**src/bro_pkg.sv**
```systemverilog
/*
  Shared constants of the barometer result readout: register indices,
  status field positions, widths and reset values.
  Assumes a bus with 32-bit words, where byte address = index * 4.
*/
package bro_pkg;

  // ****************************************************************
  // widths
  // ****************************************************************
  localparam int BRO_PRESS_W = 24;
  localparam int BRO_TEMP_W = 16;
  localparam int BRO_OFFS_W = 16;
  localparam int BRO_IDX_W = 7;
  localparam int BRO_ADR_W = 9;

  // ****************************************************************
  // register indices
  // ****************************************************************
  localparam logic [6:0] BRO_IDX_OFFS_LO = 7'h18;
  localparam logic [6:0] BRO_IDX_OFFS_HI = 7'h19;
  localparam logic [6:0] BRO_IDX_STATUS = 7'h27;
  localparam logic [6:0] BRO_IDX_PRESS_LO = 7'h28;
  localparam logic [6:0] BRO_IDX_PRESS_MID = 7'h29;
  localparam logic [6:0] BRO_IDX_PRESS_HI = 7'h2A;
  localparam logic [6:0] BRO_IDX_TEMP_LO = 7'h2B;
  localparam logic [6:0] BRO_IDX_TEMP_HI = 7'h2C;
  localparam logic [6:0] BRO_IDX_LPF_RES = 7'h3C;
  localparam logic [6:0] BRO_IDX_MODE = 7'h40;
  localparam logic [6:0] BRO_IDX_IRQ_STAT = 7'h41;
  localparam logic [6:0] BRO_IDX_IRQ_MASK = 7'h42;
  localparam logic [6:0] BRO_IDX_QP_LO = 7'h78;
  localparam logic [6:0] BRO_IDX_QP_MID = 7'h79;
  localparam logic [6:0] BRO_IDX_QP_HI = 7'h7A;
  localparam logic [6:0] BRO_IDX_QT_LO = 7'h7B;
  localparam logic [6:0] BRO_IDX_QT_HI = 7'h7C;

  // ****************************************************************
  // status / interrupt field positions (shared layout)
  // ****************************************************************
  localparam int BRO_BIT_P_AVAIL = 0;
  localparam int BRO_BIT_T_AVAIL = 1;
  localparam int BRO_BIT_P_OVR = 4;
  localparam int BRO_BIT_T_OVR = 5;

  // mode register fields
  localparam int BRO_BIT_DIFF = 0;
  localparam int BRO_BIT_AZERO = 1;
  localparam int BRO_BIT_AREF = 2;

  // ****************************************************************
  // reset values
  // ****************************************************************
  localparam logic [7:0] BRO_RST_BYTE = 8'h00;
  localparam logic [31:0] BRO_RST_WORD = 32'h0000_0000;

endpackage : bro_pkg

```
**src/bro_slot_if.sv**
```systemverilog
/*
  Carrier between the readout core and one result slot.
  Assumes both ends run on the same clock.
*/
interface bro_slot_if #(parameter int W = 24);
  logic [W-1:0] new_value;
  logic new_valid;
  logic rd_low;
  logic rd_top;
  logic [W-1:0] result;
  logic available;
  logic overrun;
  logic locked;

  modport core (
    output new_value,
    output new_valid,
    output rd_low,
    output rd_top,
    input result,
    input available,
    input overrun,
    input locked
  );

  modport slot (
    input new_value,
    input new_valid,
    input rd_low,
    input rd_top,
    output result,
    output available,
    output overrun,
    output locked
  );
endinterface : bro_slot_if

```
**src/bro_readout.sv**
```systemverilog
/*
  Result and status register group of a barometer: conversion results,
  available / overrun flags, calibration offset, filter reset strobe,
  queued sample bytes and an interrupt, reached over classic Wishbone.
  Assumes conversion strobes and queue inputs are synchronous to sys_clk
  and that one register of 8 bits sits in the low byte of each word.
*/

// Operation
// - temperature overrun, status bit 5, sets when unread result is replaced
// - pressure overrun, status bit 4, sets when unread result is replaced
// - temperature available, status bit 1, sets on new result, else zero
// - pressure available, status bit 0, sets on new result, else zero
// - status reflects flags refreshed with every new conversion
// - pressure is 24-bit two's complement at 28h, 29h, 2Ah
// - with modes off, pressure equals measured minus signed offset 18h/19h
// - temperature is 16-bit two's complement at 2Bh and 2Ch
// - reading 3Ch resets the pressure smoothing filter
// - queued pressure sample bytes at 78h, 79h, 7Ah
// - queued temperature sample bytes at 7Bh, 7Ch, read-only
// - calibration offset is a 16-bit signed quantity
// - queued bytes readable singly or as a sequence of reads
module bro_readout
  import bro_pkg::*;
(
  input wire logic sys_clk,
  input wire logic rst_b,
  input wire logic wb_cyc_i,
  input wire logic wb_stb_i,
  input wire logic wb_we_i,
  input wire logic [8:0] wb_adr_i,
  input wire logic [3:0] wb_sel_i,
  input wire logic [31:0] wb_dat_i,
  output logic [31:0] wb_dat_o,
  output logic wb_ack_o,
  input wire logic [23:0] pressure_measured,
  input wire logic pressure_valid,
  input wire logic [15:0] temperature_measured,
  input wire logic temperature_valid,
  input wire logic [23:0] queue_pressure,
  input wire logic [15:0] queue_temperature,
  input wire logic queue_not_empty,
  output logic queue_pop,
  output logic filter_reset,
  output logic irq
);

  // ****************************************************************
  // bus request decode
  // ****************************************************************
  logic ack_q, ack_d;
  logic [31:0] rdat_q, rdat_d;
  logic req;
  logic rd;
  logic wr;
  logic [BRO_IDX_W-1:0] idx;
  logic aligned;

  assign aligned = (wb_adr_i[1:0] == 2'h0);
  assign idx = wb_adr_i[8:2];
  assign req = wb_cyc_i & wb_stb_i & ~ack_q & aligned;
  assign rd = req & ~wb_we_i;
  // only the offset, mode and mask indices decode a write; all else drops
  assign wr = req & wb_we_i & wb_sel_i[0];

  // ****************************************************************
  // result channels
  // ****************************************************************
  bro_slot_if #(.W(BRO_PRESS_W)) p_if ();
  bro_slot_if #(.W(BRO_TEMP_W)) t_if ();

  bro_result_slot #(.W(BRO_PRESS_W)) u_press (
    .sys_clk(sys_clk),
    .rst_b(rst_b),
    .port(p_if.slot)
  );

  bro_result_slot #(.W(BRO_TEMP_W)) u_temp (
    .sys_clk(sys_clk),
    .rst_b(rst_b),
    .port(t_if.slot)
  );

  // ****************************************************************
  // calibration offset and mode control
  // ****************************************************************
  logic [7:0] offs_lo_q, offs_lo_d;
  logic [7:0] offs_hi_q, offs_hi_d;
  logic [2:0] mode_q, mode_d;
  logic [BRO_OFFS_W-1:0] calibration_offset;
  logic [BRO_PRESS_W-1:0] offset_ext;
  logic modes_off;

  assign calibration_offset = {offs_hi_q, offs_lo_q};
  // sign extension keeps the offset a two's complement quantity
  assign offset_ext = {{(BRO_PRESS_W - BRO_OFFS_W){calibration_offset[15]}},
                       calibration_offset};
  assign modes_off = (mode_q == 3'h0);

  always_comb begin
    offs_lo_d = offs_lo_q;
    offs_hi_d = offs_hi_q;
    mode_d = mode_q;
    if (wr && idx == BRO_IDX_OFFS_LO) begin
      offs_lo_d = wb_dat_i[7:0];
    end
    if (wr && idx == BRO_IDX_OFFS_HI) begin
      offs_hi_d = wb_dat_i[7:0];
    end
    if (wr && idx == BRO_IDX_MODE) begin
      mode_d = wb_dat_i[2:0];
    end
  end

  always_ff @(posedge sys_clk or negedge rst_b) begin
    if (!rst_b) begin
      offs_lo_q <= BRO_RST_BYTE;
      offs_hi_q <= BRO_RST_BYTE;
      mode_q <= 3'h0;
    end else begin
      offs_lo_q <= offs_lo_d;
      offs_hi_q <= offs_hi_d;
      mode_q <= mode_d;
    end
  end

  // the other modes are handled elsewhere; here they pass raw pressure
  assign p_if.new_value = modes_off ? (pressure_measured - offset_ext)
                                    : pressure_measured;
  assign p_if.new_valid = pressure_valid;
  assign t_if.new_value = temperature_measured;
  assign t_if.new_valid = temperature_valid;

  // side effects of reads land once, in the request cycle before ack
  assign p_if.rd_low = rd && idx == BRO_IDX_PRESS_LO;
  assign p_if.rd_top = rd && idx == BRO_IDX_PRESS_HI;
  assign t_if.rd_low = rd && idx == BRO_IDX_TEMP_LO;
  assign t_if.rd_top = rd && idx == BRO_IDX_TEMP_HI;

  // ****************************************************************
  // status and interrupt
  // ****************************************************************
  logic [7:0] status;
  logic [7:0] events;
  logic [7:0] irq_stat_q, irq_stat_d;
  logic [7:0] irq_mask_q, irq_mask_d;
  logic irq_q, irq_d;

  always_comb begin
    status = 8'h00;
    status[BRO_BIT_P_AVAIL] = p_if.available;
    status[BRO_BIT_T_AVAIL] = t_if.available;
    status[BRO_BIT_P_OVR] = p_if.overrun;
    status[BRO_BIT_T_OVR] = t_if.overrun;
    events = 8'h00;
    events[BRO_BIT_P_AVAIL] = pressure_valid;
    events[BRO_BIT_T_AVAIL] = temperature_valid;
    events[BRO_BIT_P_OVR] = pressure_valid & p_if.available;
    events[BRO_BIT_T_OVR] = temperature_valid & t_if.available;
  end

  always_comb begin
    irq_stat_d = irq_stat_q;
    irq_mask_d = irq_mask_q;
    if (rd && idx == BRO_IDX_IRQ_STAT) begin
      irq_stat_d = 8'h00;
    end
    // an event in the clearing cycle is kept
    irq_stat_d = irq_stat_d | events;
    if (wr && idx == BRO_IDX_IRQ_MASK) begin
      irq_mask_d = wb_dat_i[7:0];
    end
    irq_d = |(irq_stat_d & irq_mask_d);
  end

  always_ff @(posedge sys_clk or negedge rst_b) begin
    if (!rst_b) begin
      irq_stat_q <= BRO_RST_BYTE;
      irq_mask_q <= BRO_RST_BYTE;
      irq_q <= 1'b0;
    end else begin
      irq_stat_q <= irq_stat_d;
      irq_mask_q <= irq_mask_d;
      irq_q <= irq_d;
    end
  end

  // ****************************************************************
  // read mux, strobes and bus answer
  // ****************************************************************
  logic pop_q, pop_d;
  logic lpf_q, lpf_d;
  logic [7:0] rbyte;

  always_comb begin
    rbyte = 8'h00;
    case (idx)
      BRO_IDX_OFFS_LO: rbyte = offs_lo_q;
      BRO_IDX_OFFS_HI: rbyte = offs_hi_q;
      BRO_IDX_STATUS: rbyte = status;
      BRO_IDX_PRESS_LO: rbyte = p_if.result[7:0];
      BRO_IDX_PRESS_MID: rbyte = p_if.result[15:8];
      BRO_IDX_PRESS_HI: rbyte = p_if.result[23:16];
      BRO_IDX_TEMP_LO: rbyte = t_if.result[7:0];
      BRO_IDX_TEMP_HI: rbyte = t_if.result[15:8];
      BRO_IDX_MODE: rbyte = {5'h00, mode_q};
      BRO_IDX_IRQ_STAT: rbyte = irq_stat_q;
      BRO_IDX_IRQ_MASK: rbyte = irq_mask_q;
      BRO_IDX_QP_LO: rbyte = queue_pressure[7:0];
      BRO_IDX_QP_MID: rbyte = queue_pressure[15:8];
      BRO_IDX_QP_HI: rbyte = queue_pressure[23:16];
      BRO_IDX_QT_LO: rbyte = queue_temperature[7:0];
      BRO_IDX_QT_HI: rbyte = queue_temperature[15:8];
      default: rbyte = 8'h00;
    endcase
  end

  always_comb begin
    ack_d = wb_cyc_i & wb_stb_i & ~ack_q;
    rdat_d = BRO_RST_WORD;
    if (rd) begin
      rdat_d = {24'h000000, rbyte};
    end
    // writes to result, status and queue indices fall through untouched
    lpf_d = rd && idx == BRO_IDX_LPF_RES;
    // the queue advances only once its last byte has been read
    pop_d = rd && idx == BRO_IDX_QT_HI && queue_not_empty;
  end

  always_ff @(posedge sys_clk or negedge rst_b) begin
    if (!rst_b) begin
      ack_q <= 1'b0;
      rdat_q <= BRO_RST_WORD;
      lpf_q <= 1'b0;
      pop_q <= 1'b0;
    end else begin
      ack_q <= ack_d;
      rdat_q <= rdat_d;
      lpf_q <= lpf_d;
      pop_q <= pop_d;
    end
  end

  assign wb_ack_o = ack_q;
  assign wb_dat_o = rdat_q;
  assign filter_reset = lpf_q;
  assign queue_pop = pop_q;
  assign irq = irq_q;

  // ****************************************************************
  // checks
  // ****************************************************************
  AST_T_OVERRUN: assert property (
    @(posedge sys_clk) disable iff (!rst_b)
    (temperature_valid && t_if.available) |=> t_if.overrun)
    else $error("temperature overrun not set");

  AST_P_OVERRUN: assert property (
    @(posedge sys_clk) disable iff (!rst_b)
    (pressure_valid && p_if.available) |=> p_if.overrun)
    else $error("pressure overrun not set");

  AST_T_AVAIL: assert property (
    @(posedge sys_clk) disable iff (!rst_b)
    temperature_valid |=> t_if.available ##0 status[BRO_BIT_T_AVAIL])
    else $error("temperature available not set");

  AST_P_AVAIL: assert property (
    @(posedge sys_clk) disable iff (!rst_b)
    pressure_valid |=> status[BRO_BIT_P_AVAIL])
    else $error("pressure available not set");

  AST_STATUS_READ: assert property (
    @(posedge sys_clk) disable iff (!rst_b)
    (rd && idx == BRO_IDX_STATUS)
      |=> wb_ack_o && wb_dat_o[7:0] == $past(status))
    else $error("status read returned wrong value");

  AST_PRESS_HIGH: assert property (
    @(posedge sys_clk) disable iff (!rst_b)
    (rd && idx == BRO_IDX_PRESS_HI)
      |=> wb_dat_o == {24'h000000, $past(p_if.result[23:16])})
    else $error("pressure high byte wrong");

  AST_PRESS_CAL: assert property (
    @(posedge sys_clk) disable iff (!rst_b)
    (pressure_valid && modes_off && !p_if.locked && !p_if.rd_low)
      |=> p_if.result == $past(pressure_measured - offset_ext))
    else $error("pressure not offset-corrected");

  AST_TEMP_LOW: assert property (
    @(posedge sys_clk) disable iff (!rst_b)
    (rd && idx == BRO_IDX_TEMP_LO)
      |=> wb_dat_o[7:0] == $past(t_if.result[7:0]))
    else $error("temperature low byte wrong");

  AST_FILTER_RESET: assert property (
    @(posedge sys_clk) disable iff (!rst_b)
    (rd && idx == BRO_IDX_LPF_RES) |=> filter_reset ##1 !filter_reset)
    else $error("filter reset strobe missing");

  AST_QUEUE_PRESS: assert property (
    @(posedge sys_clk) disable iff (!rst_b)
    (rd && idx == BRO_IDX_QP_MID)
      |=> wb_dat_o[7:0] == $past(queue_pressure[15:8]))
    else $error("queued pressure byte wrong");

  AST_QUEUE_POP: assert property (
    @(posedge sys_clk) disable iff (!rst_b)
    (rd && idx == BRO_IDX_QT_HI && queue_not_empty)
      |=> queue_pop && wb_dat_o[7:0] == $past(queue_temperature[15:8]))
    else $error("queued temperature read wrong");

  AST_WRITE_IGNORED: assert property (
    @(posedge sys_clk) disable iff (!rst_b)
    (wr && idx == BRO_IDX_PRESS_LO && !pressure_valid && !p_if.locked)
      |=> $stable(p_if.result) && $stable(p_if.available))
    else $error("write changed a read-only result");

  AST_READ_CLEARS: assert property (
    @(posedge sys_clk) disable iff (!rst_b)
    (rd && idx == BRO_IDX_PRESS_HI && !pressure_valid)
      |=> !p_if.available && !p_if.overrun)
    else $error("pressure flags not cleared by read");

  COV_P_OVERRUN: cover property (
    @(posedge sys_clk) disable iff (!rst_b)
    pressure_valid ##[1:20] (pressure_valid && p_if.available));

  COV_COHERENT_READ: cover property (
    @(posedge sys_clk) disable iff (!rst_b)
    p_if.rd_low ##[1:10] pressure_valid ##[1:10] p_if.rd_top);

  COV_FILTER_RESET: cover property (
    @(posedge sys_clk) disable iff (!rst_b)
    filter_reset);

  COV_IRQ: cover property (
    @(posedge sys_clk) disable iff (!rst_b)
    $rose(irq));

endmodule : bro_readout

```
**src/bro_result_slot.sv**
```systemverilog
/*
  One result channel: newest value, a snapshot frozen during a multi-byte
  read, and the available / overrun flags.
  Assumes rd_low and rd_top are single-cycle pulses from the bus logic.
*/
module bro_result_slot
  import bro_pkg::*;
#(
  parameter int W = 24
) (
  input wire logic sys_clk,
  input wire logic rst_b,
  bro_slot_if.slot port
);

  // ****************************************************************
  // state
  // ****************************************************************
  logic [W-1:0] value_q, value_d;
  logic [W-1:0] snap_q, snap_d;
  logic avail_q, avail_d;
  logic ovr_q, ovr_d;
  logic lock_q, lock_d;

  always_comb begin
    value_d = value_q;
    avail_d = avail_q;
    ovr_d = ovr_q;
    lock_d = lock_q;
    // a completed read clears the flags; fresh data below wins
    if (port.rd_top) begin
      avail_d = 1'b0;
      ovr_d = 1'b0;
      lock_d = 1'b0;
    end else if (port.rd_low) begin
      lock_d = 1'b1;
    end
    if (port.new_valid) begin
      value_d = port.new_value;
      avail_d = 1'b1;
      ovr_d = ovr_q | avail_q;
    end
    // the snapshot stays frozen while a read is in progress; a first-byte
    // read freezes the very value it returns, even beside fresh data
    if (lock_q || port.rd_low) begin
      snap_d = snap_q;
    end else if (port.new_valid) begin
      snap_d = port.new_value;
    end else begin
      snap_d = value_q;
    end
  end

  always_ff @(posedge sys_clk or negedge rst_b) begin
    if (!rst_b) begin
      value_q <= '0;
      snap_q <= '0;
      avail_q <= 1'b0;
      ovr_q <= 1'b0;
      lock_q <= 1'b0;
    end else begin
      value_q <= value_d;
      snap_q <= snap_d;
      avail_q <= avail_d;
      ovr_q <= ovr_d;
      lock_q <= lock_d;
    end
  end

  assign port.result = snap_q;
  assign port.available = avail_q;
  assign port.overrun = ovr_q;
  assign port.locked = lock_q;

  // ****************************************************************
  // checks
  // ****************************************************************
  AST_SLOT_FROZEN: assert property (
    @(posedge sys_clk) disable iff (!rst_b)
    (lock_q && !port.rd_top) |=> $stable(snap_q))
    else $error("snapshot changed during a multi-byte read");

endmodule : bro_result_slot

```
**config.mk**
```make
export PLATFORM = sky130hd
export DESIGN_NAME = bro_readout
export DESIGN_NICKNAME = d
export VERILOG_FILES = /design/src/bro_pkg.sv /design/src/bro_slot_if.sv /design/src/bro_readout.sv /design/src/bro_result_slot.sv
export SDC_FILE = /design/constraint.sdc
export NUM_CORES = 1
export LEC_CHECK = 0
export ABC_AREA = 1
export BUFFER_PORTS_ARGS = -buffer_cell sky130_fd_sc_hd__buf_2
export CORE_MARGIN = 4
export CORE_UTILIZATION = 55
export DETAILED_ROUTE_END_ITERATION = 16
export PLACE_DENSITY_LB_ADDON = 0.12
export SLEW_MARGIN = 20
export SYNTH_ARGS = -nofsm -noshare
export SYNTH_HDL_FRONTEND = slang
export SYNTH_SLANG_ARGS = --single-unit
```
**constraint.sdc**
```tcl
create_clock -name sys_clk -period 4.45 [get_ports sys_clk]
set_input_delay 0.2225 -clock sys_clk [delete_from_list [all_inputs] [get_ports sys_clk]]
set_output_delay 0.2225 -clock sys_clk [all_outputs]
set_load 0.02 [all_outputs]
```
==> metrics.cfg, run 1 <==
[clocking]
tritoncts=done
cts_resized=0
cts_root_buf=clkbuf_16
clock_latency_ns=0.42
path_clk_slew_ns=0.06
cts_max_path_buffers=2
cts.htree.levels=4
cts_sinks=133
cts_buffers=17

[layout]
drive_gt1_frac=0.141
fill_cells=1379
area_growth_pct=15.1
fin_nets=1461
final_util=0.647
stdcell_count=1500
diodes=0

[placed_design]
dp_slack_ns=1.96
place_hpwl_microns=17900
place_congestion=0.935
place_inst=1467
port_buffers=117

[hold_path]
worstHoldStart=queue_not_empty
hold_depth=3
whs_endpoint=queue_pop$_DFF_PN0_
hold_path.class=input port to flip-flop

[timing]
slew_violations=0
tns_ns=0
max_freq_mhz=388
fin_crit_ns=2.58
setup_slack_ns=1.87
finalCritPeriodShare=0.580
slew_headroom=0.421
finalHoldViolations=0
setup_viol=0
worst_slew_pin_slew_ns=0.869
skew_ns=0.0102
rsz0062_at_grt=false

[worst_setup_path]
cp.arrival_ns=2.89
worstPathMaxFanout=18
worstPathRequired_ns=4.76
crit_type=flip-flop to flip-flop
rr_startpoint=wb_ack_o$_DFF_PN0_
timing.rr.end=irq$_DFF_PN0_
reg2regPathDepth=9
crit_path_end_kind=flip-flop
ff2ff_setup_slack_ns=1.87
setup.worst_path.start=wb_ack_o$_DFF_PN0_
crit_path_start_kind=flip-flop

[global_routing]
track_usage=0.279
grt_start_max_net_pins=95
antenna_found_initial=0
grt_pass1_wl_microns=36300
overflow=0
grt_pass1_vias=7054

[detailed_routing]
vias_per_cell=5.25
ant_nets=0
drc=0
vias=7872
wl_per_cell_microns=15.6
totalWireLength_microns=23400
drt_pass1_iterations=5
drt_first_iter_violations=646

[floorplan]
io_pins=169
die_y_microns=130
core.rowCount=44
coreArea_sq_um=14600
die_w_microns=130
initial_core_util=0.562
die_area_sq_um=16900

[logic_synthesis]
yosysUniqueCellTypes=46
syn_area_sq_um=8210
synth_area_leader_cell=dfrtp_1
synth_common_cells=nand2_1 (458), inv_1 (154), dfrtp_1 (133)
netlist_instances=1187
postSynthAreaPerCell_sq_um=6.91
synth_seq_area_share=0.406
synth_edf_count=0
yosys_register_bits=133
synth_top_area_share=0.406
synth_area_leaders=dfrtp_1 (41%), nand2_1 (21%), inv_1 (7.0%), nor2_1 (5.1%), o21ai_0 (3.6%)
yosysWarnings=0
yosysMostFrequentCell=nand2_1
ys.flop_type=dfrtp_1
synthArstFlopShare=1.00

[pwr]
leakage_nw=5.25
max-vdd-ir-drop_mv=0.305
power.density_nw_per_um2=327

[status]
outcome=finished, final reports clean

[job]
max-cap-violations=0

==> worst max-delay path, stage by stage (launching register included) <==
cell      delay, ns
dfrtp_1        0.38
nand3b_1       0.18
nor3_1         0.39
nand2_1        0.57
o21ai_0        0.31
o21ai_0        0.19
nand2_1        0.16
nand2_1        0.09
nor2_2         0.12
nand2_1        0.07
==> cell usage in the layout (no fill, tap or decap), types with 4 or more instances in the layout <==
master / count
ha_1: 23
a21oi_1: 24
o21ai_1: 6
a31oi_1: 13
inv_1: 154
xor2_1: 4
nand2_2: 7
dfrtp_1: 133
nand2_1: 458
o22ai_1: 8
nor2_2: 6
nand3_1: 45
nor3_1: 14
o211ai_1: 7
conb_1: 24
clkinvlp_4: 4
buf_2: 116
nand4_1: 14
clkbuf_16: 17
inv_2: 6
buf_4: 4
o2111ai_1: 7
o21ai_0: 59
nor2_1: 111
clkinv_1: 4
o21a_1: 4
==> routing by layer <==
layer / wire length [microns] / vias up / track usage / part of all wire
met5: 0 / - / 0 / 0
met4: 514 / 0 / 0.0850 / 0.022
met3: 1790 / 35 / 0.0630 / 0.076
met2: 10700 / 301 / 0.430 / 0.46
met1: 10300 / 3614 / 0.396 / 0.44
li1: - / 3922 / - / -
==> logic make-up (layout without fill, tap and decap cells) <==
kind of cell / count (synthesis) / after routing / share of synthesized area
other: 1 / 24 / 0.000457
and+or+nand+nor: 672 / 672 / 0.338
xor gates and xnor gates: 7 / 7 / 0.00747
adders and majority gates: 24 / 24 / 0.0375
buffers and inverters: 213 / 319 / 0.113
AOI/OAI and AO/OA: 137 / 137 / 0.0982
DFF: 133 / 133 / 0.406
==> cell type report <==
type                       instances  area (sq um)  share of cell area
tap                              184           230              0.0244
inverter                         165           622              0.0659
clock buffer                      19           443              0.0469
timing repair buffer             123           642              0.0680
clock inverter                    12           131              0.0139
multi-input combinational        864          4040               0.428
sequential                       133          3330               0.353
==> state kept, by name, summed over array words and instances (netlist names) <==
name	cells
u_temp.value_q	16
queue_pop	1
u_press.port.overrun	1
offs_lo_q	8
filter_reset	1
u_temp.port.overrun	1
wb_ack_o	1
irq	1
irq_stat_q	8
offs_hi_q	8
u_press.port.locked	1
u_temp.port.result	16
u_press.port.available	1
wb_dat_o	8
u_press.port.result	24
irq_mask_q	8
mode_q	3
u_temp.port.locked	1
u_temp.port.available	1
u_press.value_q	24
==> metrics by stage <==
stage	total power, mW	hold WS [ns]	area [sq um]
3_3_place_gp	1.73	0.361	8850
3_5_place_dp	1.74	0.351	8850
2_1_floorplan	1.59	-0.0731	8290
4_1_cts	3.09	0.0133	9440
5_1_grt	3.22	0.0273	9440
6_report	3.09	0.0241	9440
==> power by group <==
part,internal (mW),switching [mW],total (mW)
Combinational,0.132,0.261,0.393
Sequential,1.29,0.0417,1.33
Clock,0.835,0.527,1.36
==> what timing repair did <==
action	CTS	global route
setup buffers	0	0
endpoints found under the hold margin	94	0
hold buffers	2	0
==> how the worst max path moves through the flow <==
stage | slack, ns | depth (start not counted) | to
CTS | 1.88 | 9 | irq$_DFF_PN0_
detailed placement | 1.96 | 8 | u_press.port.result[22]$_DFFE_PN0N_
floorplan | 2.64 | 14 | u_press.port.result[16]$_DFFE_PN0N_
global placement | 1.99 | 9 | irq$_DFF_PN0_
finish | 1.87 | 9 | irq$_DFF_PN0_
global route | 1.64 | 9 | irq$_DFF_PN0_
(Power assumes the default switching activity.)
==> inputs of run 2 (changes only) <==
Clock period 4.45 ns to 2.6 ns, I/O delays scaled along.
==> run 2 against run 1 <==
  * Sequential power grew 71%
  * Worst setup slack lost 1.7 ns
  * Count of clock-buffer cells in the layout grew 2
  * First-iteration DRC count grew 4.3%
  * Critical path depth grew 4
  * Sequential share of layout area shrank 1.3 points
  * Wire length grew 3.5%
  * Core utilization grew 2.4 points
==> metrics.cfg, run 2 (synthesis results as in run 1) <==
[status]
outcome=finished, final reports clean

[global_routing]
grt_pass1_wl_microns=37400  ; +3.2%
antenna_found_initial=0  ; unchanged
grt_pass1_vias=7524  ; +6.7%
track_usage=0.289  ; +0.00984
grt_start_max_net_pins=50  ; -47%
overflow=0  ; unchanged

[detailed_routing]
vias=7938  ; +0.84%
drt_pass1_iterations=6  ; +1
ant_nets=0  ; unchanged
vias_per_cell=5.19  ; -1.1%
wl_per_cell_microns=15.8  ; +1.5%
totalWireLength_microns=24200  ; +3.5%
drt_first_iter_violations=674  ; +4.3%
drc=0  ; unchanged

[worst_setup_path]
path_common_cell=nand2_1
critPathTopFamily=simple AND/OR/NAND/NOR gates
crit_path_start_kind=flip-flop
rr_startpoint=offs_hi_q[7]$_DFFE_PN0P_
crit_type=flip-flop to flip-flop
ff2ff_setup_slack_ns=0.21  ; -1.66 ns
path_cells=inv_1 -> ha_1 -> nand2_1 -> nor2_1 -> inv_1 -> nor2_1 -> nand3b_1 -> nand4_1 -> nand3_1 -> nand2_1 -> nand2_1 -> nand2_1 -> nand2_1
worstPathRequired_ns=2.93  ; -1.83 ns
cp.arrival_ns=2.72  ; -0.17 ns
critPathSlowestCell=ha_1
worstPathMaxFanout=9  ; -9
cp_num_buf_inv=2  ; +2
crit_path_end_kind=flip-flop
cpPeakStageDelay_ns=0.48  ; -0.09 ns
reg2regPathDepth=13  ; +4
timing.rr.end=u_press.port.result[20]$_DFFE_PN0N_

[placed_design]
place_hpwl_microns=18300  ; +2.1%
place_congestion=0.956  ; +2.3%
dp_slack_ns=0.202  ; -1.75 ns
placed_area_sq_um=8900  ; +0.57%
port_buffers=117  ; unchanged
place_inst=1472  ; +0.34%

[timing]
finalCritPeriodShare=0.919  ; +0.340
fin_crit_ns=2.39  ; -0.189 ns
setup_viol=0  ; unchanged
slew_headroom=0.422  ; +0.00164
setup_slack_ns=0.209  ; -1.66 ns
finalHoldViolations=0  ; unchanged
slew_violations=0  ; unchanged
timing.hold.ws_ns=0.0141  ; -0.0100 ns
worst_slew_pin_slew_ns=0.864  ; -0.00451 ns
tns_ns=0  ; unchanged
skew_ns=0.0105  ; +0.000301 ns
rsz0062_at_grt=false
max_freq_mhz=418  ; +7.9%

[hold_path]
hold_depth=3  ; unchanged
worstHoldStart=wb_dat_i[6]
hold_path.class=input port to flip-flop
whs_endpoint=offs_hi_q[6]$_DFFE_PN0P_

[floorplan]
io_pins=169  ; unchanged
die_y_microns=130  ; unchanged
initial_core_util=0.562  ; unchanged
die_w_microns=130  ; unchanged
coreArea_sq_um=14600  ; unchanged
die_area_sq_um=16900  ; unchanged
core.rowCount=44  ; unchanged

[layout]
area_growth_pct=19.3
fill_cells=1322  ; -4.1%
drive_gt1_frac=0.143  ; +0.00281
mostFrequentLayoutCells=nand2_1 (458), inv_1 (154), dfrtp_1 (133)
stdcell_count=1530  ; +2.0%
diodes=0  ; unchanged
fin_nets=1490  ; +2.0%
stdcell_area_sq_um=9790  ; +3.7%
final_common_cell=nand2_1

[clocking]
path_clk_slew_ns=0.06  ; about the same
cts_sinks=133  ; unchanged
cts_buffers=17  ; unchanged
tritoncts=done
cts_max_path_buffers=2  ; unchanged
clock_latency_ns=0.43  ; about the same
cts.htree.levels=4  ; unchanged
cts_root_buf=clkbuf_16

[pwr]
power.density_nw_per_um2=562  ; +72%
max-vdd-ir-drop_mv=0.682  ; +120%
leakage_nw=5.39  ; +2.7%

[job]
max-cap-violations=0  ; unchanged

[run 2: layer usage]
| metal | share of wire | vias to the layer above | track usage | routed length [microns] |
|---|---|---|---|---|
| met4 | 0.037 | 0 | 0.119 | 891 |
| met1 | 0.44 | 3611 | 0.389 | 10600 |
| li1 | - | 3971 | - | - |
| met2 | 0.45 | 292 | 0.451 | 10900 |
| met3 | 0.076 | 64 | 0.0700 | 1830 |
| met5 | 0 | - | 0 | 0 |
[run 2: layout make-up]
type | instances | area [sq um] | area share
Tap cell | 184 | 230 | 0.0235
Timing Repair Buffer | 152 | 932 | 0.0952
Multi-Input combinational cell | 864 | 4060 | 0.414
Inverter | 165 | 622 | 0.0635
Sequential cell | 133 | 3330 | 0.340
Clock buffer | 21 | 470 | 0.0481
Clock inverter | 11 | 150 | 0.0153
[run 2: worst max-delay path by stage]
stage,from,to,cells past startpoint
2_1_floorplan,offs_lo_q[0]$_DFFE_PN0P_,u_press.port.result[16]$_DFFE_PN0N_,14
3_3_place_gp,wb_ack_o$_DFF_PN0_,u_temp.port.result[5]$_DFFE_PN0N_,6
3_5_place_dp,wb_ack_o$_DFF_PN0_,u_temp.port.result[2]$_DFFE_PN0N_,6
4_1_cts,wb_ack_o$_DFF_PN0_,u_temp.port.result[5]$_DFFE_PN0N_,7
5_1_grt,offs_hi_q[7]$_DFFE_PN0P_,u_press.port.result[21]$_DFFE_PN0N_,14
6_report,offs_hi_q[7]$_DFFE_PN0P_,u_press.port.result[20]$_DFFE_PN0N_,13
[run 2: worst min-delay path, delay by kind of cell]
kind,cells,cell delay [ns]
buffers and inverters,2,0.13
AO/OA/AOI/OAI,1,0.15
[run 2: timing repair]
item / CTS / global route
hold buffers: 26 / 0
endpoints found under the hold margin: 76 / 0
resized for setup: 0 / 2
endpoints found under the setup margin: 0 / 1
setup buffers: 0 / 0
[run 2: power by group]
part | internal (mW) | switching [mW]
registers | 2.21 | 0.0721
logic | 0.257 | 0.456
clock network | 1.58 | 0.926
total | 4.05 | 1.45
[run 2: metrics by stage]
step | total power, mW | util
global route | 5.72 | 0.671
CTS | 5.50 | 0.670
floorplan | 2.73 | -
finish | 5.50 | 0.671
global placement | 2.97 | 0.610
detailed placement | 2.98 | 0.610
